**src/scsp_pkg.sv**
```systemverilog
// Shared constants for the SPI client serial port and its host end
package scsp_pkg;

    // ------------------------------------------------------------
    // Bus and data widths
    // ------------------------------------------------------------
    localparam int ADDR_W = 8;
    localparam int DATA_W = 32;
    localparam int BYTE_W = 8;
    localparam int CNT_W = 3;
    localparam logic [CNT_W-1:0] CNT_LAST = 3'h7;

    // ------------------------------------------------------------
    // Client register map
    // ------------------------------------------------------------
    localparam logic [ADDR_W-1:0] C_CTRL = 8'h00;
    localparam logic [ADDR_W-1:0] C_STAT = 8'h04;
    localparam logic [ADDR_W-1:0] C_MASK = 8'h08;
    localparam logic [ADDR_W-1:0] C_DATA = 8'h0C;

    localparam int CTRL_W = 10;
    localparam int CTRL_EN = 0;
    localparam int CTRL_MODE = 1;
    localparam int MODE_W = 4;
    localparam int CTRL_CKP = 5;
    localparam int CTRL_CKE = 6;
    localparam int CTRL_SMP = 7;
    localparam int CTRL_BUFFER_OVERWRITE_ENABLE = 8;
    localparam int CTRL_WAKE = 9;
    localparam logic [MODE_W-1:0] MODE_CLIENT_SS = 4'h4;
    localparam logic [MODE_W-1:0] MODE_CLIENT_FREE = 4'h5;

    localparam int ST_W = 5;
    localparam int ST_BF = 0;
    localparam int ST_DONE = 1;
    localparam int ST_WRITE_COLLISION_FLAG = 2;
    localparam int ST_OVF = 3;
    localparam int ST_BUSY = 4;

    // ------------------------------------------------------------
    // Host register map
    // ------------------------------------------------------------
    localparam logic [ADDR_W-1:0] H_CTRL = 8'h00;
    localparam logic [ADDR_W-1:0] H_TX = 8'h04;
    localparam logic [ADDR_W-1:0] H_RX = 8'h08;
    localparam logic [ADDR_W-1:0] H_STAT = 8'h0C;

    localparam int HC_W = 16;
    localparam int HC_CKP = 0;
    localparam int HC_CKE = 1;
    localparam int HC_HOLD = 2;
    localparam int HC_HALF = 8;
    localparam int HALF_W = 8;
    localparam int HS_BUSY = 0;
    localparam int HS_DONE = 1;

    // ------------------------------------------------------------
    // Timing
    // ------------------------------------------------------------
    localparam int CLK_NS = 40;
    localparam int LINK_NS = 320;
    localparam int HALF_CYC = LINK_NS / (2 * CLK_NS);
    localparam logic [HC_W-1:0] HC_RESET = HC_W'(HALF_CYC) << HC_HALF;
    localparam int EDGE_W = 5;
    localparam logic [EDGE_W-1:0] EDGE_LAST = EDGE_W'(2 * BYTE_W - 1);

endpackage

```
**src/scsp_if.sv**
```systemverilog
// Serial link between the SPI host end and the client end
`timescale 1ns/1ns
interface scsp_if #(
    parameter logic MISO_PULL = 1'b1
);
    logic sck;
    logic ss_n;
    logic mosi;
    logic miso;
    logic miso_oe;
    logic miso_line;

    // Floating client output reads as the external pull level
    assign miso_line = miso_oe ? miso : MISO_PULL;

    modport client (
        input sck,
        input ss_n,
        input mosi,
        output miso,
        output miso_oe
    );

    modport host (
        output sck,
        output ss_n,
        output mosi,
        input miso_line
    );
endinterface

```
**src/scsp_client.sv**
```systemverilog
// SPI client end of the serial port with its APB register file
//
// Design decisions made here: register access over APB and the register addresses.
`timescale 1ns/1ns

// Behaviour
// - Shift only on host clock; flag byte done
// - Host holds clock idle before enable
// - Keeps shifting in sleep; flag, optional wake
// - Host port freezes during sleep, resumes after
// - Overwrite enable stores every new byte
// - Retransmits received byte on next group
// - Select control only in mode 0100
// - Select low enables shifting and drives output
// - Select high releases output three clock cycles later
// - Select high or disable clears bit count
// - Edge select set needs select control
// - Software keeps sample phase clear
// - Host keeps select high until ready
// - MSb first; full byte sets full, done
// - Busy write collides; data read clears full
// - Edge select picks output change edge
module scsp_client (
    // Clock and reset
    input wire logic clk_i,
    input wire logic rst_n_i,
    // APB slave
    input wire logic [scsp_pkg::ADDR_W-1:0] paddr_i,
    input wire logic psel_i,
    input wire logic penable_i,
    input wire logic pwrite_i,
    input wire logic [scsp_pkg::DATA_W-1:0] pwdata_i,
    output logic [scsp_pkg::DATA_W-1:0] prdata_o,
    output logic pready_o,
    output logic pslverr_o,
    // Power and events
    input wire logic sleep_i,
    output logic irq_o,
    output logic wake_o,
    // Serial link
    scsp_if.client link
);

    // ------------------------------------------------------------
    // State
    // ------------------------------------------------------------
    typedef struct packed {
        logic sck_m;
        logic sck_s;
        logic sck_p;
        logic ss_m;
        logic ss_s;
        logic mosi_m;
        logic mosi_s;
        logic [scsp_pkg::BYTE_W-1:0] sr;
        logic [scsp_pkg::BYTE_W-1:0] dbuf;
        logic [scsp_pkg::CNT_W-1:0] cnt;
        logic out;
        logic oe;
        logic [scsp_pkg::CTRL_W-1:0] ctrl;
        logic bf;
        logic done;
        logic write_collision_flag;
        logic ovf;
        logic [scsp_pkg::ST_W-1:0] mask;
        logic irq;
        logic wake;
        logic pready;
        logic pslverr;
        logic [scsp_pkg::DATA_W-1:0] prdata;
    } scsp_client_reg_type;

    scsp_client_reg_type q;
    scsp_client_reg_type d;

    logic en;
    logic use_ss;
    logic client;
    logic selected;
    logic clock_idle_polarity;
    logic cke;
    logic buffer_overwrite_enable;
    logic act;
    logic act_p;
    logic lead;
    logic trail;
    logic smp_e;
    logic sh_e;
    logic busy;
    logic setup;
    logic wr;
    logic rd;
    logic byte_done;
    logic [scsp_pkg::BYTE_W-1:0] rx;

    // ------------------------------------------------------------
    // Helpers
    // ------------------------------------------------------------
    function automatic logic [scsp_pkg::ST_W-1:0] stat_vec(
        input scsp_client_reg_type s,
        input logic b
    );
        stat_vec = '0;
        stat_vec[scsp_pkg::ST_BF] = s.bf;
        stat_vec[scsp_pkg::ST_DONE] = s.done;
        stat_vec[scsp_pkg::ST_WRITE_COLLISION_FLAG] = s.write_collision_flag;
        stat_vec[scsp_pkg::ST_OVF] = s.ovf;
        stat_vec[scsp_pkg::ST_BUSY] = b;
    endfunction

    // ------------------------------------------------------------
    // Next state
    // ------------------------------------------------------------
    always_comb begin
        d = q;
        // Two flops on every link input before any logic reads it
        d.sck_m = link.sck;
        d.sck_s = q.sck_m;
        d.sck_p = q.sck_s;
        d.ss_m = link.ss_n;
        d.ss_s = q.ss_m;
        d.mosi_m = link.mosi;
        d.mosi_s = q.mosi_m;

        en = q.ctrl[scsp_pkg::CTRL_EN];
        clock_idle_polarity = q.ctrl[scsp_pkg::CTRL_CKP];
        cke = q.ctrl[scsp_pkg::CTRL_CKE];
        buffer_overwrite_enable = q.ctrl[scsp_pkg::CTRL_BUFFER_OVERWRITE_ENABLE];
        use_ss = q.ctrl[scsp_pkg::CTRL_MODE +: scsp_pkg::MODE_W]
            == scsp_pkg::MODE_CLIENT_SS;
        client = en && (use_ss || q.ctrl[scsp_pkg::CTRL_MODE +: scsp_pkg::MODE_W]
            == scsp_pkg::MODE_CLIENT_FREE);
        selected = client && !(use_ss && q.ss_s);

        // Edges of the host clock, relative to its idle level
        act = q.sck_s ^ clock_idle_polarity;
        act_p = q.sck_p ^ clock_idle_polarity;
        lead = act && !act_p;
        trail = !act && act_p;
        smp_e = cke ? lead : trail;
        sh_e = cke ? trail : lead;
        busy = (q.cnt != '0) || (selected && smp_e);
        rx = {q.sr[scsp_pkg::BYTE_W-2:0], q.mosi_s};
        byte_done = 1'b0;

        // APB: one wait state, answer from flops
        setup = psel_i && penable_i && !q.pready;
        wr = psel_i && penable_i && q.pready && pwrite_i;
        rd = psel_i && penable_i && q.pready && !pwrite_i;
        d.pready = setup;
        d.pslverr = 1'b0;
        d.prdata = '0;
        if (setup) begin
            case (paddr_i)
                scsp_pkg::C_CTRL: d.prdata = scsp_pkg::DATA_W'(q.ctrl);
                scsp_pkg::C_STAT: d.prdata = scsp_pkg::DATA_W'(stat_vec(q, busy));
                scsp_pkg::C_MASK: d.prdata = scsp_pkg::DATA_W'(q.mask);
                scsp_pkg::C_DATA: d.prdata = scsp_pkg::DATA_W'(q.dbuf);
                default: d.pslverr = 1'b1;
            endcase
        end

        // Software clears go first so a same-cycle event wins
        if (wr && paddr_i == scsp_pkg::C_STAT) begin
            d.done = q.done && !pwdata_i[scsp_pkg::ST_DONE];
            d.write_collision_flag = q.write_collision_flag && !pwdata_i[scsp_pkg::ST_WRITE_COLLISION_FLAG];
            d.ovf = q.ovf && !pwdata_i[scsp_pkg::ST_OVF];
        end
        if (rd && paddr_i == scsp_pkg::C_DATA) begin
            d.bf = 1'b0;
        end
        if (wr && paddr_i == scsp_pkg::C_CTRL) begin
            d.ctrl = pwdata_i[scsp_pkg::CTRL_W-1:0];
        end
        if (wr && paddr_i == scsp_pkg::C_MASK) begin
            d.mask = pwdata_i[scsp_pkg::ST_W-1:0];
        end
        if (wr && paddr_i == scsp_pkg::C_DATA) begin
            // A pending collision must be cleared before writes land again
            if (busy || q.write_collision_flag) begin
                d.write_collision_flag = 1'b1;
            end else begin
                d.sr = pwdata_i[scsp_pkg::BYTE_W-1:0];
                d.dbuf = pwdata_i[scsp_pkg::BYTE_W-1:0];
            end
        end

        // Serial engine; not gated by sleep_i, it runs off the link clock
        if (!selected) begin
            d.cnt = '0;
        end else begin
            if (smp_e) begin
                d.sr = rx;
                d.cnt = q.cnt + 1'b1;
                byte_done = (q.cnt == scsp_pkg::CNT_LAST);
            end
            if (sh_e || (cke && q.cnt == '0 && !smp_e)) begin
                // Received byte goes out again in the next group
                d.out = q.sr[scsp_pkg::BYTE_W-1];
            end
        end
        d.oe = selected;

        // Byte complete; all inputs were already synchronised
        if (byte_done) begin
            if (!q.bf || buffer_overwrite_enable) begin
                d.dbuf = rx;
            end else begin
                d.ovf = 1'b1;
            end
            d.bf = 1'b1;
            d.done = 1'b1;
        end

        // Wake request lasts while the device sleeps
        if (!sleep_i) begin
            d.wake = 1'b0;
        end else if (byte_done && q.ctrl[scsp_pkg::CTRL_WAKE]) begin
            d.wake = 1'b1;
        end

        d.irq = |(stat_vec(q, busy) & q.mask);
    end

    // ------------------------------------------------------------
    // Registers
    // ------------------------------------------------------------
    always_ff @(posedge clk_i) begin
        if (!rst_n_i) begin
            q <= '0;
        end else begin
            q <= d;
        end
    end

    // ------------------------------------------------------------
    // Outputs
    // ------------------------------------------------------------
    assign prdata_o = q.prdata;
    assign pready_o = q.pready;
    assign pslverr_o = q.pslverr;
    assign irq_o = q.irq;
    assign wake_o = q.wake;
    assign link.miso = q.out;
    assign link.miso_oe = q.oe;

endmodule

```
**src/flat_wrapper.sv**
```systemverilog
// flat-port wrapper written by rule: the top's interface ports become plain ports
module scsp_client_flat 
  (clk_i, rst_n_i, paddr_i, psel_i, penable_i, pwrite_i, pwdata_i, prdata_o, pready_o, pslverr_o, sleep_i, irq_o, wake_o, link_sck, link_ss_n, link_mosi, link_miso, link_miso_oe);
  scsp_if #(.MISO_PULL(1'b1)) link_i ();
  input wire logic clk_i;
  input wire logic rst_n_i;
  input wire logic [scsp_pkg::ADDR_W-1:0] paddr_i;
  input wire logic psel_i;
  input wire logic penable_i;
  input wire logic pwrite_i;
  input wire logic [scsp_pkg::DATA_W-1:0] pwdata_i;
  output logic [scsp_pkg::DATA_W-1:0] prdata_o;
  output logic pready_o;
  output logic pslverr_o;
  input wire logic sleep_i;
  output logic irq_o;
  output logic wake_o;
  input wire logic [$bits(link_i.sck)-1:0] link_sck;
  input wire logic [$bits(link_i.ss_n)-1:0] link_ss_n;
  input wire logic [$bits(link_i.mosi)-1:0] link_mosi;
  output wire logic [$bits(link_i.miso)-1:0] link_miso;
  output wire logic [$bits(link_i.miso_oe)-1:0] link_miso_oe;
  assign link_i.sck = link_sck;
  assign link_i.ss_n = link_ss_n;
  assign link_i.mosi = link_mosi;
  assign link_miso = link_i.miso;
  assign link_miso_oe = link_i.miso_oe;
  scsp_client u_core (.clk_i(clk_i), .rst_n_i(rst_n_i), .paddr_i(paddr_i), .psel_i(psel_i), .penable_i(penable_i), .pwrite_i(pwrite_i), .pwdata_i(pwdata_i), .prdata_o(prdata_o), .pready_o(pready_o), .pslverr_o(pslverr_o), .sleep_i(sleep_i), .irq_o(irq_o), .wake_o(wake_o), .link(link_i));
endmodule
```
**config.mk**
```make
export PLATFORM = sky130hd
export DESIGN_NAME = scsp_client_flat
export DESIGN_NICKNAME = d
export VERILOG_FILES = /design/src/scsp_pkg.sv /design/src/scsp_if.sv /design/src/scsp_client.sv /design/src/flat_wrapper.sv
export SDC_FILE = /design/constraint.sdc
export NUM_CORES = 1
export LEC_CHECK = 0
export ABC_AREA = 1
export BUFFER_PORTS_ARGS = -buffer_cell sky130_fd_sc_hd__buf_4
export CORE_MARGIN = 4
export CORE_UTILIZATION = 40
export DETAILED_ROUTE_END_ITERATION = 7
export PLACE_DENSITY = 0.65
export SETUP_SLACK_MARGIN = 0.05
export SYNTH_ARGS = -nofsm -noshare
export SYNTH_HDL_FRONTEND = slang
export SYNTH_SLANG_ARGS = --single-unit
```
**constraint.sdc**
```tcl
create_clock -name clk_i -period 4.05 [get_ports clk_i]
set_input_delay 0.2025 -clock clk_i [delete_from_list [all_inputs] [get_ports clk_i]]
set_output_delay 0.2025 -clock clk_i [all_outputs]
set_load 0.01 [all_outputs]
```
==> results of run 1 <==
## layer usage
| layer | global-route usage | vias up | part of all wire | routed length, um |
|---|---|---|---|---|
| met5 | 0 | - | 0 | 0 |
| met4 | 0.0545 | 0 | 0.014 | 92 |
| met3 | 0.0469 | 8 | 0.070 | 476 |
| met2 | 0.263 | 84 | 0.47 | 3190 |
| met1 | 0.197 | 1214 | 0.45 | 3050 |
| li1 | - | 1353 | - | - |
## layout make-up
type / count / area [um2]
Clock buffer: 14 / 173
Clock inverter: 1 / 5.00
Fill cell: 787 / 3890
Inverter: 65 / 244
Multi-Input combinational cell: 270 / 1390
Sequential cell: 61 / 1220
Tap cell: 99 / 124
Timing Repair Buffer: 43 / 323
## Yosys cell counts, types with 2 or more instances
cell type and n:
nand2_1 82, nand4_1 9, clkinv_1 3, nor2_1 32, nand3_1 3, o21ai_1 2, a211oi_1 5, inv_1 58
o21ai_0 31, o22ai_1 3, a31oi_1 9, buf_2 5, nand3b_1 8, nor2_4 4, buf_4 33, ha_1 3
a21oi_2 7, a21oi_1 31, nor3_1 5, buf_6 3, clkbuf_1 3, dfxtp_1 61, nand2_2 4, inv_2 4
## kinds of logic after synthesis
family / count (synthesis)
and+or+nand+nor: 154
buffers and inverters: 109
AOI/OAI and AO/OA: 91
DFF: 61
adders and majority gates: 3
other: 1
## state kept, by name, summed over array words and instances, names as in the netlist
name / count
u_core.buffer_overwrite_enable: 1
u_core.cke: 1
u_core.clock_idle_polarity: 1
u_core.d: 4
u_core.en: 1
u_core.irq_o: 1
u_core.link.miso: 1
u_core.link.miso_oe: 1
u_core.prdata_o: 10
u_core.pready_o: 1
u_core.pslverr_o: 1
u_core.q: 37
u_core.wake_o: 1
## critical path, delay by kind of cell, from the launching register on
family / cells / cell delay (ns)
AND/OR/NAND/NOR: 7 / 1.51
flip-flops: 1 / 0.33
buffers and inverters: 2 / 0.11
AO/OA/AOI/OAI: 1 / 0.09
## where the power goes
part           switching, mW  internal [mW]
clock                  0.216          0.268
combinational         0.0388         0.0241
sequential           0.00160          0.604
total                  0.257          0.896
## worst max path at each step
stage                                    startpoint                       to  slack, ns  depth (start not counted)
after CTS                    u_core.en$_SDFFE_PN0P_  u_core.q[67]$_SDFF_PN0_       1.96                         10
final                        u_core.en$_SDFFE_PN0P_  u_core.q[67]$_SDFF_PN0_       1.94                         10
after floorplan           u_core.q[57]$_SDFFE_PN0N_  u_core.q[42]$_SDFF_PN0_       2.44                          8
after global placement       u_core.en$_SDFFE_PN0P_  u_core.q[65]$_SDFF_PN0_       2.01                         10
after global routing         u_core.en$_SDFFE_PN0P_  u_core.q[61]$_SDFF_PN0_       1.71                         10
after detailed placement     u_core.en$_SDFFE_PN0P_  u_core.q[65]$_SDFF_PN0_       1.97                         10
==> metrics.txt, run 1 <==
Inst Count DP=approximately 540; wirelength, routed=6800 um; Sink Count=61; commonest non-fill, non-tap cell in the layout=nand2_1; largest net degree at the start of global routing=38; Num CTS Buffers=9; worst r2r dst=u_core.q[67]$_SDFF_PN0_; Max VDD drop=0.283 mV; RSZ-0062 raised after global routing=false; total core area=about 7400 um2; post-route cell area=roughly 3500 um2; Slowest Stage Delay on Critical Path=between 0.4 and 0.5 ns; final worst slack=about 1.9 ns; crit path DAT=approximately 2.4 ns; reg2reg setup slack=around 1.9 ns; crit path cell chain=inv_1 > nor2_1 > nand2_1 > nor2_1 > nand3_2 > nor2_8 > nand2_4 > nand2_1 > inv_1 > a21oi_2; setup TNS=0 ns; Setup-failing EPs final=0; DRT iter0 DRCs=176; slowest stage cell, crit path=nand3_2; Seq cells post-synth=slightly above 60; critical path endpoint category=flip-flop; hold path start=link_ss_n; Mean Syn Cell Area=between 7 and 8 um2; Netlist Area Pre-Place=3090 um2; RD Place Congestion=slightly above 0.8; pins over their slew limit=0; Final Non-Filler Cells=553; Starting Density=0.420; final hold violations=0; post-layout total power=1.15 mW; Slew @ Worst Pin=~0.55 ns; critical path startpoint category=flip-flop; Post-Synthesis Cells=approximately 420; largest family of logic cells by synthesized area=simple AND/OR/NAND/NOR gates; PwrDens=approximately 330 nW/um2; CTS tree=yes; IO buf count=42; crit path time final=roughly 2.1 ns; layout cell share with drive strength beyond 1=0.181; Worst-path clk slew=around 0.060 ns; CTS resizes=0; Area Overhead vs Synth=12.5%; HP Class=in -> reg; maxcap violations=0; cts hold-fix bufs=0; first-pass detailed-route iteration total=5; Critical Path RT=roughly 4.3 ns; row count=31; post-synthesis simple-gate area fraction=0.243; Post-Synth XOR/XNOR Area=0; grt ovf=0; Post-synth EDFFs=0; Post-synth ARST share=0; Antenna Violating Nets Remaining=0; vias in the first global route=between 2000 and 3000; worst reg2reg startpoint=u_core.en$_SDFFE_PN0P_; clk root buf=clkbuf_8; Util after Layout=0.472; synth warn=0; leakage power=between 1.5 and 2 nW; Synth Area in Adders=0.0121; relative max-transition margin=0.630; post-synthesis mux area share=0; die area=9210 um2; post-synth cell types=35; GRT Resource Usage Total=0.159; Seq/Total Area, Yosys=0.395; first-pass GRT wire length=11300 um; Yosys top cell by area=dfxtp_1; initial antenna violation count=0; CTS H-tree lvls=3; Worst Reg-to-Reg Cells=10; placed cell area=approximately 3300 um2; status=completed; Clock Path Buffers=2; fin crit share=0.521; hold path depth=3; Die H=about 96 um; Max Freq=0.474 GHz; hpwl dp=4990 um; Worst Clk Skew=just over 0.005 ns; critical path type=reg -> reg; post-synthesis compound-gate area fraction=0.167; Ports=just under 90; Die W=around 96 um; Nets=~500; routed vias=around 2700; main area contributors after synthesis=dfxtp_1 39%, nand2_1 9.9%, buf_4 8.0%; most frequent cells in the layout=82 x nand2_1, 61 x dfxtp_1, 58 x inv_1; Post-CTS Setup Bufs=0; area share of the largest cell type after synthesis=0.395; antenna cells=0; residual DRC count=0; crit-path max FO=20; Placement Setup Slack=just under 2 ns; worst skew pair latency=0.33 ns; WL per Instance=around 12 um; Worst Hold End=u_core.d[78]$_SDFF_PN0_; Main synth FF type=dfxtp_1; mean number of vias per cell=4.81; Hold Worst Slack=0.0513 ns
Power figures use the tool's default switching activity.
==> run 2: changes to the inputs <==
PLACE_DENSITY = 0.67   (was 0.65)
clock period = 1.8 ns   (was 4.05 ns; I/O delays follow)
==> run 2 against run 1 <==
Against the previous run: design area up 6.6%; global-route usage up 0.84 points; critical path depth unchanged; clock power rose to 2.5 times the previous value; setup slack worse by 1.8 ns; clock skew up 0.0044 ns; sequential power up 120%; total power up 140%; die area unchanged; critical path type unchanged; largest cell class unchanged; highest routed layer unchanged.
==> metrics.txt, run 2 (same netlist as run 1, synthesis figures left out) <==
setup TNS=0 ns; clk root buf=clkbuf_8; initial antenna violation count=0; CP top delay family=simple AND/OR/NAND/NOR gates; vias in the first global route=approximately 2700; Sink Count=slightly above 60; commonest non-fill, non-tap cell in the layout=nand2_1; critical path endpoint category=flip-flop; switch share=0.225; Largest Register=u_core.q; first-pass detailed-route iteration total=5; most used cell, CP=nand2_1; DRT iter0 DRCs=~220; Nets=520; crit path cell chain=inv_1 > nand2_1 > nand2_1 > nand2_1 > nand2_2 > nand3_4 > buf_12 > clkinvlp_4 > a31oi_1 > a21oi_1; GRT Resource Usage Total=0.168; Area Overhead vs Synth=19.9%; register share of total power=0.497; Worst Clk Skew=0.00951 ns; first-pass GRT wire length=12000 um; IO buf count=42; crit path DAT=between 1.5 and 2 ns; mean number of vias per cell=a little under 5; grt ovf=0; hpwl dp=between 5000 and 6000 um; die area=slightly above 9000 um2; Antenna Violating Nets Remaining=0; fin crit share=0.914; total core area=around 7400 um2; crit-path max FO=20; Max Freq=between 0.6 and 0.7 GHz; cell-internal power=approximately 2.1 mW; status=completed; Buffers & Inverters on Critical Path=3; Max VDD drop=0.440 mV; Clk pwr share=0.446; WL per Instance=~13 um; Num CTS Buffers=9; antenna cells=0; Worst-path clk slew=~0.070 ns; Die W=between 90 and 100 um; pins over their slew limit=0; wirelength, routed=between 7000 and 8000 um; slowest stage cell, crit path=dfxtp_1; critical path type=reg -> reg; row count=31; Starting Density=0.420; worst skew pair latency=~0.34 ns; crit path time final=1.64 ns; CTS H-tree lvls=3; largest net degree at the start of global routing=37; PwrDens=~740 nW/um2; max reg flops=37; Ports=87; Die H=96.0 um; CTS tree=yes; Critical Path RT=a little over 2 ns; critical path startpoint category=flip-flop; RSZ-0062 raised after global routing=false; most frequent cells in the layout=82 x nand2_1, 60 x dfxtp_1, 57 x inv_1; leakage power=approximately 1.6 nW; final hold violations=0; HP Class=in -> reg; Fill cells=around 740; Setup-failing EPs final=0; residual DRC count=0; RD Place Congestion=between 0.8 and 0.9; routed vias=roughly 2800; maxcap violations=0; Clock Path Buffers=2; Hold Worst Slack=around 0.032 ns; net switching power=0.618 mW; Slowest Stage Delay on Critical Path=between 0.3 and 0.4 ns; layout cell share with drive strength beyond 1=0.218; Combinational Power Share=0.057
==> run 2: cell count changes in the layout (fill, tap and decap cells not counted), moves of 2 or more <==
cell	before	now
buf_4	43	54
dlygate4sd3_1	0	4
buf_12	0	2
clkbuf_1	2	0
clkinvlp_4	0	2
nor2_1	32	30
nor2_2	0	2
==> run 2: worst paths after layout <==
path / startpoint / end / slack [ns] / depth (start not counted)
worst max register to register: u_core.d[80]$_SDFF_PN0_ / u_core.q[73]$_SDFF_PN0_ / 0.16 / 10
worst min register to register: u_core.d[76]$_SDFF_PN0_ / u_core.q[76]$_SDFF_PN0_ / 0.41 / 2
worst max-delay path: u_core.d[80]$_SDFF_PN0_ / u_core.q[73]$_SDFF_PN0_ / 0.16 / 10
worst min-delay path: pwdata_i[8] / u_core.buffer_overwrite_enable$_SDFFE_PN0P_ / 0.03 / 3
==> run 2: timing repair <==
item | in CTS | in global routing
hold buffers | 4 | 0
endpoints found under the hold margin | 4 | 0
gates resized for setup | 0 | 7
setup endpoints to repair | 0 | 16
buffers inserted | 0 | 3
==> run 2: final cells by class <==
type	instances	area, um2	share of cell area
clock inverters	4	47.5	0.0128
well taps	99	124	0.0334
flip-flops and latches	61	1220	0.330
repair buffers	60	485	0.131
clock buffers	11	151	0.0408
multi-input cells	271	1430	0.386
inverters	65	248	0.0668
==> run 2: through the flow <==
stage / area [um2] / util / cells / setup slack (ns) / total power [mW]
after floorplan: 3170 / - / 440 / 0.193 / 1.51
after global routing: 3710 / 0.503 / 571 / 0.0378 / 2.83
after global placement: 3400 / 0.462 / 548 / 0.172 / 1.54
after CTS: 3640 / 0.494 / 567 / 0.132 / 2.76
after detailed placement: 3400 / 0.462 / 548 / 0.145 / 1.54
final: 3710 / 0.503 / 571 / 0.155 / 2.74
==> run 2: worst reg2reg max path, stage by stage, from the launching register on <==
cell and delay, ns:
dfxtp_1 0.38, inv_1 0.07, nand2_1 0.06, nand2_1 0.07, nand2_1 0.09, nand2_2 0.08
nand3_4 0.14, buf_12 0.17, clkinvlp_4 0.18, a31oi_1 0.21, a21oi_1 0.09
==> run 2: per-layer routing <==
layer  GRT usage  wire length, um  up-vias
met4      0.0711               95        0
met2       0.281             3600      101
li1            -                -     1394
met3      0.0352              485       10
met1       0.207             3220     1256
met5           0                0        -
==> run 2: power by group through the flow <==
stage | logic [mW] | registers [mW] | clock network, mW
after floorplan | 0.114 | 1.39 | 0
after global placement | 0.144 | 1.39 | 0
after detailed placement | 0.146 | 1.39 | 0
after CTS | 0.153 | 1.36 | 1.24
after global routing | 0.174 | 1.36 | 1.29
final | 0.156 | 1.36 | 1.22
